==> src/hdl/jir_regs.vh <==
// Behaviour
// - 32-bit identity chain selected by IDCODE
// - bits 31..28 hold silicon version
// - bits 27..12 hold part number
// - bits 11..1 hold manufacturer field
// - identity bit 0 always one
// - bypass is one stage tdi to tdo
// - bypass for BYPASS, HIGHZ, unsupported codes
// - 00000 is EXTEST on boundary chain
// - 00001 is SAMPLE/PRELOAD on boundary chain
// - 00010 is IDCODE, identity shifts out
// - 00011 is HIGHZ, pins float, bypass
// - codes 00100..11110 act as BYPASS
// - 11111 is BYPASS through one stage
// - after EXTEST stay in test until device reset, trst does not clear it
// - tdi pull-up makes open scan BYPASS
// - EXTEST captures pins, update drives pins
// - SAMPLE captures every pin state
// - SAMPLE update loads latches, no drive before any EXTEST
// - bypass shortens 297-bit chain to one
// - controller reset loads IDCODE
// - before any EXTEST, codes other than EXTEST and HIGHZ leave function untouched
// - instruction capture loads 00001
// - shift in msb rising, out lsb falling
// - enable zero floats, one drives pin
`ifndef JIR_REGS_VH
`define JIR_REGS_VH
`define JIR_IR_W 5
`define JIR_IR_EXTEST 5'h00
`define JIR_IR_SAMPLE 5'h01
`define JIR_IR_IDCODE 5'h02
`define JIR_IR_HIGHZ 5'h03
`define JIR_IR_BYPASS 5'h1f
`define JIR_IR_CAPTURE 5'h01
`define JIR_ID_W 32
`define JIR_ID_VER_MSB 31
`define JIR_ID_VER_LSB 28
`define JIR_ID_PART_MSB 27
`define JIR_ID_PART_LSB 12
`define JIR_ID_MAKER_MSB 11
`define JIR_ID_MAKER_LSB 1
`define JIR_ID_ONE_BIT 0
`define JIR_BSR_LEN 297
`define JIR_BYP_CAPTURE 1'h0
`endif

==> src/hdl/jir_bsr.v <==
`timescale 1ns/100ps
module jir_bsr #(
  parameter LEN = 297
) (
  input wire clk,
  input wire rst_n,
  input wire ce,
  input wire capture,
  input wire shift,
  input wire update,
  input wire tdi,
  input wire [LEN-1:0] cap_vec,
  output wire so,
  output wire [LEN-1:0] upd_q
);
  reg [LEN-1:0] sh_q;
  reg [LEN-1:0] lat_q;
  genvar i;
  generate
    for (i = 0; i < LEN; i = i + 1) begin : g_cell
      wire nxt;
      if (i == LEN - 1) begin : g_top
        assign nxt = tdi;
      end else begin : g_mid
        assign nxt = sh_q[i+1];
      end
      always @(posedge clk or negedge rst_n) begin
        if (!rst_n) begin
          sh_q[i] <= 1'b0;
          lat_q[i] <= 1'b0;
        end else if (ce) begin
          if (capture) begin
            sh_q[i] <= cap_vec[i];
          end else if (shift) begin
            sh_q[i] <= nxt;
          end
          if (update) begin
            lat_q[i] <= sh_q[i];
          end
        end
      end
    end
  endgenerate
  assign so = sh_q[0];
  assign upd_q = lat_q;
endmodule

==> src/hdl/jir_sync.v <==
`timescale 1ns/100ps
module jir_sync #(
  parameter WIDTH = 1,
  parameter [WIDTH-1:0] RST_VAL = {WIDTH{1'b0}}
) (
  input wire clk,
  input wire rst_n,
  input wire ce,
  input wire [WIDTH-1:0] d,
  output wire [WIDTH-1:0] q
);
  genvar i;
  generate
    for (i = 0; i < WIDTH; i = i + 1) begin : g_bit
      reg meta_q;
      reg sync_q;
      always @(posedge clk or negedge rst_n) begin
        if (!rst_n) begin
          meta_q <= RST_VAL[i];
          sync_q <= RST_VAL[i];
        end else if (ce) begin
          meta_q <= d[i];
          sync_q <= meta_q;
        end
      end
      assign q[i] = sync_q;
    end
  endgenerate
endmodule

==> src/hdl/jir_top.v <==
`timescale 1ns/100ps
`include "jir_regs.vh"
module jir_top #(
  parameter BSR_LEN = `JIR_BSR_LEN,
  // arbitrary identity values, not those of any real part
  parameter [3:0] ID_VERSION = 4'h1,
  parameter [15:0] ID_PART = 16'h1234,
  parameter [10:0] ID_MAKER = 11'h055,
  // set bit i when chain bit i is the enable of the value bit i-1
  parameter [BSR_LEN-1:0] EN_MASK = {BSR_LEN{1'b0}}
) (
  input wire clk,
  input wire rst_n,
  input wire ce,
  input wire tck,
  input wire tms,
  input wire tdi,
  input wire trst_n,
  output wire tdo,
  output wire tdo_oe,
  input wire [BSR_LEN-1:0] pad_lvl,
  input wire [BSR_LEN-1:0] core_en,
  output wire bscan_ovr,
  output wire [BSR_LEN-1:0] bscan_val,
  output wire [BSR_LEN-1:0] bscan_en,
  output wire [`JIR_IR_W-1:0] cur_instr,
  output wire test_mode
);
  localparam [3:0] S_TLR = 4'h0;
  localparam [3:0] S_RTI = 4'h1;
  localparam [3:0] S_SEL_DR = 4'h2;
  localparam [3:0] S_CAP_DR = 4'h3;
  localparam [3:0] S_SH_DR = 4'h4;
  localparam [3:0] S_EX1_DR = 4'h5;
  localparam [3:0] S_PA_DR = 4'h6;
  localparam [3:0] S_EX2_DR = 4'h7;
  localparam [3:0] S_UP_DR = 4'h8;
  localparam [3:0] S_SEL_IR = 4'h9;
  localparam [3:0] S_CAP_IR = 4'ha;
  localparam [3:0] S_SH_IR = 4'hb;
  localparam [3:0] S_EX1_IR = 4'hc;
  localparam [3:0] S_PA_IR = 4'hd;
  localparam [3:0] S_EX2_IR = 4'he;
  localparam [3:0] S_UP_IR = 4'hf;

  localparam [1:0] SEL_BYP = 2'h0;
  localparam [1:0] SEL_BSR = 2'h1;
  localparam [1:0] SEL_ID = 2'h2;

  // all four test pins are asynchronous to clk
  wire [3:0] pin_s;
  wire tck_s;
  wire tms_s;
  wire tdi_s;
  wire trst_s_n;

  jir_sync #(
    .WIDTH(4),
    .RST_VAL(4'he) // tck idles low: a reset value of one gave a false edge
  ) u_pin_sync (
    .clk(clk),
    .rst_n(rst_n),
    .ce(ce),
    .d({trst_n, tdi, tms, tck}),
    .q(pin_s)
  );

  assign tck_s = pin_s[0];
  assign tms_s = pin_s[1];
  // pad pull-up: an open tdi reads one, shifts 11111
  assign tdi_s = pin_s[2];
  assign trst_s_n = pin_s[3];

  wire [BSR_LEN-1:0] pad_s;

  jir_sync #(
    .WIDTH(BSR_LEN),
    .RST_VAL({BSR_LEN{1'b0}})
  ) u_pad_sync (
    .clk(clk),
    .rst_n(rst_n),
    .ce(ce),
    .d(pad_lvl),
    .q(pad_s)
  );

  reg tck_d_q;
  wire tck_rise;
  wire tck_fall;

  always @(posedge clk or negedge rst_n) begin
    if (!rst_n) begin
      tck_d_q <= 1'b0;
    end else if (ce) begin
      tck_d_q <= tck_s;
    end
  end

  assign tck_rise = tck_s & ~tck_d_q;
  assign tck_fall = ~tck_s & tck_d_q;

  reg [3:0] st_q;
  reg [3:0] st_d;

  always @* begin
    case (st_q)
      S_TLR: st_d = tms_s ? S_TLR : S_RTI;
      S_RTI: st_d = tms_s ? S_SEL_DR : S_RTI;
      S_SEL_DR: st_d = tms_s ? S_SEL_IR : S_CAP_DR;
      S_CAP_DR: st_d = tms_s ? S_EX1_DR : S_SH_DR;
      S_SH_DR: st_d = tms_s ? S_EX1_DR : S_SH_DR;
      S_EX1_DR: st_d = tms_s ? S_UP_DR : S_PA_DR;
      S_PA_DR: st_d = tms_s ? S_EX2_DR : S_PA_DR;
      S_EX2_DR: st_d = tms_s ? S_UP_DR : S_SH_DR;
      S_UP_DR: st_d = tms_s ? S_SEL_DR : S_RTI;
      S_SEL_IR: st_d = tms_s ? S_TLR : S_CAP_IR;
      S_CAP_IR: st_d = tms_s ? S_EX1_IR : S_SH_IR;
      S_SH_IR: st_d = tms_s ? S_EX1_IR : S_SH_IR;
      S_EX1_IR: st_d = tms_s ? S_UP_IR : S_PA_IR;
      S_PA_IR: st_d = tms_s ? S_EX2_IR : S_PA_IR;
      S_EX2_IR: st_d = tms_s ? S_UP_IR : S_SH_IR;
      S_UP_IR: st_d = tms_s ? S_SEL_DR : S_RTI;
      default: st_d = S_TLR;
    endcase
  end

  // trst is a level after the synchroniser; five tms ones also reach reset
  always @(posedge clk or negedge rst_n) begin
    if (!rst_n) begin
      st_q <= S_TLR;
    end else if (ce) begin
      if (!trst_s_n) begin
        st_q <= S_TLR;
      end else if (tck_rise) begin
        st_q <= st_d;
      end
    end
  end

  wire in_tlr;
  wire cap_dr;
  wire sh_dr;
  wire upd_dr;
  wire cap_ir;
  wire sh_ir;
  wire upd_ir;

  assign in_tlr = (st_q == S_TLR);
  // capture and shift act on the rising edge that leaves the state
  assign cap_dr = tck_rise & (st_q == S_CAP_DR);
  assign sh_dr = tck_rise & (st_q == S_SH_DR);
  assign cap_ir = tck_rise & (st_q == S_CAP_IR);
  assign sh_ir = tck_rise & (st_q == S_SH_IR);
  // update acts on the falling edge inside the state
  assign upd_dr = tck_fall & (st_q == S_UP_DR);
  assign upd_ir = tck_fall & (st_q == S_UP_IR);

  reg [`JIR_IR_W-1:0] ir_sh_q;
  reg [`JIR_IR_W-1:0] ir_q;

  always @(posedge clk or negedge rst_n) begin
    if (!rst_n) begin
      ir_sh_q <= `JIR_IR_CAPTURE;
      ir_q <= `JIR_IR_IDCODE;
    end else if (ce) begin
      if (cap_ir) begin
        ir_sh_q <= `JIR_IR_CAPTURE;
      end else if (sh_ir) begin
        ir_sh_q <= {tdi_s, ir_sh_q[`JIR_IR_W-1:1]};
      end
      if (in_tlr) begin
        ir_q <= `JIR_IR_IDCODE;
      end else if (upd_ir) begin
        ir_q <= ir_sh_q;
      end
    end
  end

  reg [1:0] sel;
  reg is_extest;
  reg is_sample;
  reg is_highz;

  always @* begin
    sel = SEL_BYP;
    is_extest = 1'b0;
    is_sample = 1'b0;
    is_highz = 1'b0;
    case (ir_q)
      `JIR_IR_EXTEST: begin
        sel = SEL_BSR;
        is_extest = 1'b1;
      end
      `JIR_IR_SAMPLE: begin
        sel = SEL_BSR;
        is_sample = 1'b1;
      end
      `JIR_IR_IDCODE: begin
        sel = SEL_ID;
      end
      `JIR_IR_HIGHZ: begin
        sel = SEL_BYP;
        is_highz = 1'b1;
      end
      `JIR_IR_BYPASS: begin
        sel = SEL_BYP;
      end
      default: begin
        sel = SEL_BYP;
      end
    endcase
  end

  // bypass stage: one bit, captures zero
  reg byp_q;

  always @(posedge clk or negedge rst_n) begin
    if (!rst_n) begin
      byp_q <= `JIR_BYP_CAPTURE;
    end else if (ce && sel == SEL_BYP) begin
      if (cap_dr) begin
        byp_q <= `JIR_BYP_CAPTURE;
      end else if (sh_dr) begin
        byp_q <= tdi_s;
      end
    end
  end

  wire [`JIR_ID_W-1:0] id_word;
  reg [`JIR_ID_W-1:0] id_sh_q;

  assign id_word[`JIR_ID_VER_MSB:`JIR_ID_VER_LSB] = ID_VERSION;
  assign id_word[`JIR_ID_PART_MSB:`JIR_ID_PART_LSB] = ID_PART;
  assign id_word[`JIR_ID_MAKER_MSB:`JIR_ID_MAKER_LSB] = ID_MAKER;
  assign id_word[`JIR_ID_ONE_BIT] = 1'b1;

  always @(posedge clk or negedge rst_n) begin
    if (!rst_n) begin
      id_sh_q <= {`JIR_ID_W{1'b0}};
    end else if (ce && sel == SEL_ID) begin
      if (cap_dr) begin
        id_sh_q <= id_word;
      end else if (sh_dr) begin
        id_sh_q <= {tdi_s, id_sh_q[`JIR_ID_W-1:1]};
      end
    end
  end

  wire bsr_so;
  wire [BSR_LEN-1:0] bsr_upd;
  wire [BSR_LEN-1:0] bsr_cap;
  wire bsr_sel;

  assign bsr_sel = (sel == SEL_BSR);
  // enable cells: SAMPLE takes the live core enable, EXTEST keeps the latch
  // so the enable cell of a bidirectional pin under EXTEST captures its own update latch
  assign bsr_cap = (EN_MASK & (is_sample ? core_en : bsr_upd))
                 | (~EN_MASK & pad_s);

  jir_bsr #(
    .LEN(BSR_LEN)
  ) u_bsr (
    .clk(clk),
    .rst_n(rst_n),
    .ce(ce),
    .capture(cap_dr & bsr_sel),
    .shift(sh_dr & bsr_sel),
    .update(upd_dr & bsr_sel),
    .tdi(tdi_s),
    .cap_vec(bsr_cap),
    .so(bsr_so),
    .upd_q(bsr_upd)
  );

  // sticky: only a device reset returns the pins to normal function
  reg test_q;

  always @(posedge clk or negedge rst_n) begin
    if (!rst_n) begin
      test_q <= 1'b0;
    end else if (ce && is_extest && !in_tlr) begin
      test_q <= 1'b1;
    end
  end

  wire pins_float;
  assign pins_float = is_highz & ~test_q;

  // value bit i is driven when its enable cell i+1 is one
  genvar gi;
  generate
    for (gi = 0; gi < BSR_LEN; gi = gi + 1) begin : g_drv
      if (gi < BSR_LEN - 1) begin : g_has
        // highz floats every pin, even after extest latched enables
        assign bscan_en[gi] = EN_MASK[gi+1] & bsr_upd[gi+1] & test_q & ~is_highz;
      end else begin : g_top
        assign bscan_en[gi] = 1'b0;
      end
    end
  endgenerate

  assign bscan_val = bsr_upd;
  // before any extest, codes other than extest and highz leave the pins to the core
  assign bscan_ovr = test_q | pins_float;
  assign test_mode = test_q;
  assign cur_instr = ir_q;

  reg so_mux;

  always @* begin
    so_mux = byp_q;
    if (st_q == S_SH_IR) begin
      so_mux = ir_sh_q[0];
    end else begin
      case (sel)
        SEL_BSR: so_mux = bsr_so;
        SEL_ID: so_mux = id_sh_q[0];
        default: so_mux = byp_q;
      endcase
    end
  end

  reg tdo_q;
  reg tdo_oe_q;

  // launching on the falling edge gives the tester half a period of setup
  always @(posedge clk or negedge rst_n) begin
    if (!rst_n) begin
      tdo_q <= 1'b1;
      tdo_oe_q <= 1'b0;
    end else if (ce) begin
      if (in_tlr) begin
        tdo_oe_q <= 1'b0;
      end else if (tck_fall) begin
        tdo_q <= so_mux;
        tdo_oe_q <= (st_q == S_SH_DR) | (st_q == S_SH_IR);
      end
    end
  end

  assign tdo = tdo_q;
  assign tdo_oe = tdo_oe_q;
endmodule

==> config.mk <==
export PLATFORM = sky130hd
export DESIGN_NAME = jir_top
export DESIGN_NICKNAME = d
export VERILOG_FILES = /design/src/hdl/jir_bsr.v /design/src/hdl/jir_sync.v /design/src/hdl/jir_top.v
export VERILOG_INCLUDE_DIRS = /design/src /design/src/hdl
export SDC_FILE = /design/constraint.sdc
export NUM_CORES = 2
export LEC_CHECK = 0
export ABC_CLOCK_PERIOD_IN_PS = 4750
export BUFFER_PORTS_ARGS = -buffer_cell sky130_fd_sc_hd__buf_2
export CAP_MARGIN = 10
export CORE_AREA = 2 2 466 468
export DETAILED_ROUTE_END_ITERATION = 6
export DIE_AREA = 0 0 468 470
export GPL_TIMING_DRIVEN = 0
export PLACE_DENSITY = 0.45
export REMOVE_ABC_BUFFERS = 1
export SLEW_MARGIN = 20
export SYNTH_ARGS = -nofsm -noshare
export SYNTH_HDL_FRONTEND = slang
export SYNTH_SLANG_ARGS = --single-unit
==> constraint.sdc <==
create_clock -name clk -period 4.75 [get_ports clk]
set_input_delay 0.2375 -clock clk [delete_from_list [all_inputs] [get_ports clk]]
set_output_delay 0.2375 -clock clk [all_outputs]
set_load 0.005 [all_outputs]
==> out/metrics.yaml <==
area_delta_synth_final_pct: 28.6
cpPeakStageDelay_ns: 0.58
numCtsBuffers: 153
maxCapViolCount: 0
cp_common_cell: "buf_4"
grt_pass1_wl_mm: 219
cts.path.max_buffers: 3
synth_most_common_cell: "dfrtp_1"
grt_antenna_before_repair: 41
cp-startpoint: "ce"
tightest_slew_ns: 0.944
vias_per_cell: 4.04
preCtsSetupSlack_ns: -0.173
drtIter0Drc: 1570
multi_input_area_mm2: 0.0179
r2r_start: "cur_instr[3]"
fillers: 22231
die_width_um: 468
ys_seq_area_share_pct: 60.8
die_h_um: 470
cts.sinks: 1247
min_path_type: "in2async"
drtPass1Iterations: 5
critPathMaxFanout: 86
seq_area_mm2: 0.0312
synth-edff-count: 0
fin_crit_sh_pct: 91.2
irDropWorstVdd_uv: 350
netlist-cell-type-count: 45
relSlewSlack_pct: 36.6
fp-row-count: 171
hold_viol: 0
p_leak_nw: 31.1
io_pins: 1204
clkTransAtPathRegs_ns: 0.06
power-per-cell-area_mw_per_mm2: 382
finalWorstSetupSlack_ns: 0.416
ys_top_cells_by_count: "1,238 x dfrtp_1, 954 x nand2_1, 604 x mux2_2, 317 x nor2_1, 302 x a21oi_1"
grt_usage_pct: 12.9
grt_pass1_vias: 34506
synth_top_cell_area_share_pct: 60.4
gp_congestion: 0.734
start_util_pct: 23.8
cts_max_level: 4
ys_warn_count: 0
grt_max_degree: 137
finClkSkew_ns: 0.0331
drv_slew: 0
cts-root-buf: "clkbuf_16"
start_kind: "input pin"
finalPower_mw: 25.2
syn_inst: 4391
hpwl_mm: 99.4
synthTopCellsByArea: "dfrtp_1 60%, mux2_2 13%, nand2_1 7.0%"
nNetsFinal: 5940
die-area_mm2: 0.220
ys_seq_elements: 1247
antenna_left: 0
clk_latency_ns: 0.80
syn_area_per_cell_um2: 11.7
cp_data_arrival_time_ns: 5.05
endpoint_kind: "flop"
path_class: "in2reg"
overflow: 0
required_ns: 5.46
crit_chain: "dlygate4sd3_1 > buf_12 > buf_16 > buf_16 > nand3b_1 > a2111oi_4 > buf_6 > buf_4 > buf_4 > buf_4 > buf_6 > buf_4 > buf_4 > buf_4 > buf_4 > nor2_1 > a21oi_1"
finalSetupViolCount: 0
synthArstFlopShare_pct: 100
synth_top_flop_cell: "dfrtp_1"
synth_area_leader_cell: "dfrtp_1"
fmax_ghz: 0.231
fin_crit_ns: 4.33
port_buffers: 609
vias: 33701
worst-r2r-setup-slack_ns: 0.79
status: "complete, no violations"
core_area_mm2: 0.216
cts_tree: "yes"
routed_wirelength_mm: 143
postLayoutCoreUtil_pct: 30.6
wl_per_cell_um: 17.2
synth_area_mm2: 0.0513
rsz0062_at_grt: "no"
crit_slowest_cell: "dlygate4sd3_1"
drc: 0
drive_gt1_share_pct: 29.0
-- metrics by stage --
stage                      TNS, ns  hold slack, ns  std cells  area [µm²]
after floorplan           -4331.68         -0.0581       4140       49200
after global placement           -           0.446       7603       55800
after detailed placement    -0.734           0.302       7719       57500
after CTS                        0          0.0204       8313       65900
after global routing             0          0.0448       8326       66000
final                            0          0.0270       8333       66000
-- layout make-up --
| cell class | instances | share of cell area, % |
|---|---|---|
| Multi-Input combinational cell | 2880 | 27.1 |
| Clock buffer | 224 | 6.66 |
| Clock inverter | 56 | 1.31 |
| Sequential cell | 1247 | 47.3 |
| Timing Repair Buffer | 1041 | 12.0 |
| Antenna cell | 18 | 0.0682 |
| Tap cell | 2854 | 5.41 |
| Inverter | 13 | 0.0739 |
-- flip-flops by register name, summed over array words and instances (netlist names) --
register                 cells
test_mode                    1
ir_sh_q                      5
u_bsr.so                     1
tck_d_q                      1
u_bsr.g_cell.nxt           296
u_pin_sync.g_bit.sync_q      4
u_bsr.upd_q                297
u_pad_sync.g_bit.meta_q    297
tdo                          1
byp_q                        1
u_pin_sync.g_bit.meta_q      4
tdo_oe                       1
id_sh_q                     32
st_q                         4
cur_instr                    5
u_pad_sync.g_bit.sync_q    297
-- critical path, delay by kind of cell --
family / cells / cell delay (ns)
buffers and inverters: 13 / 3.50
AO/OA/AOI/OAI: 2 / 0.60
AND/OR/NAND/NOR: 2 / 0.35
-- repair_timing --
action,4_1_cts,5_1_grt
hold endpoints to repair,425,0
resized for setup,0,1
hold buffers,314,0
setup endpoints to repair,0,16
buffers inserted,0,2
-- placed cells by master, fill, tap and decap left out, types with 13 or more instances in the layout --
| cell type | instances |
|---|---|
| a21oi_1 | 302 |
| buf_4 | 36 |
| nor2_1 | 317 |
| mux2_2 | 604 |
| dlygate4sd3_1 | 314 |
| mux2i_1 | 301 |
| buf_2 | 607 |
| diode_2 | 18 |
| clkbuf_1 | 42 |
| conb_1 | 297 |
| o21ai_0 | 43 |
| buf_6 | 44 |
| clkbuf_8 | 28 |
| bufinv_16 | 13 |
| dfrtp_1 | 1238 |
| buf_16 | 29 |
| clkinv_2 | 20 |
| inv_1 | 13 |
| clkbuf_16 | 154 |
| nand2_1 | 954 |
-- kinds of logic after synthesis --
family	share of synthesized area, %
compound gates	3.75
flops	60.8
simple gates	9.76
other cells	0.00731
fa+ha+maj	0.0732
mux	19.1
buf+inv	6.43
xor+xnor	0.0171
-- per-layer routing --
layer	wire, µm	global-route usage [%]	vias up
li1	-	-	15931
met1	62900	16.4	16659
met2	66200	20.7	828
met3	9500	4.06	247
met4	4420	4.28	36
met5	221	0	-
-- where the power goes --
part	switching, mW	internal, mW
clock network	4.91	7.20
registers	0.336	11.3
logic	0.645	0.868
total	5.89	19.3
-- path summary, 6_finish.rpt --
check,end,depth (start not counted)
max reg2reg,u_bsr.g_cell[276].nxt,10
max,u_bsr.g_cell[198].nxt,17
min in group clk,u_pad_sync.g_bit[84].meta_q,3
max in group asynchronous,u_pad_sync.g_bit[246].sync_q,6
min reg2reg,u_bsr.upd_q[108],2
min,u_bsr.g_cell[277].nxt,2
No activity file was read; power rests on OpenSTA's default activity.
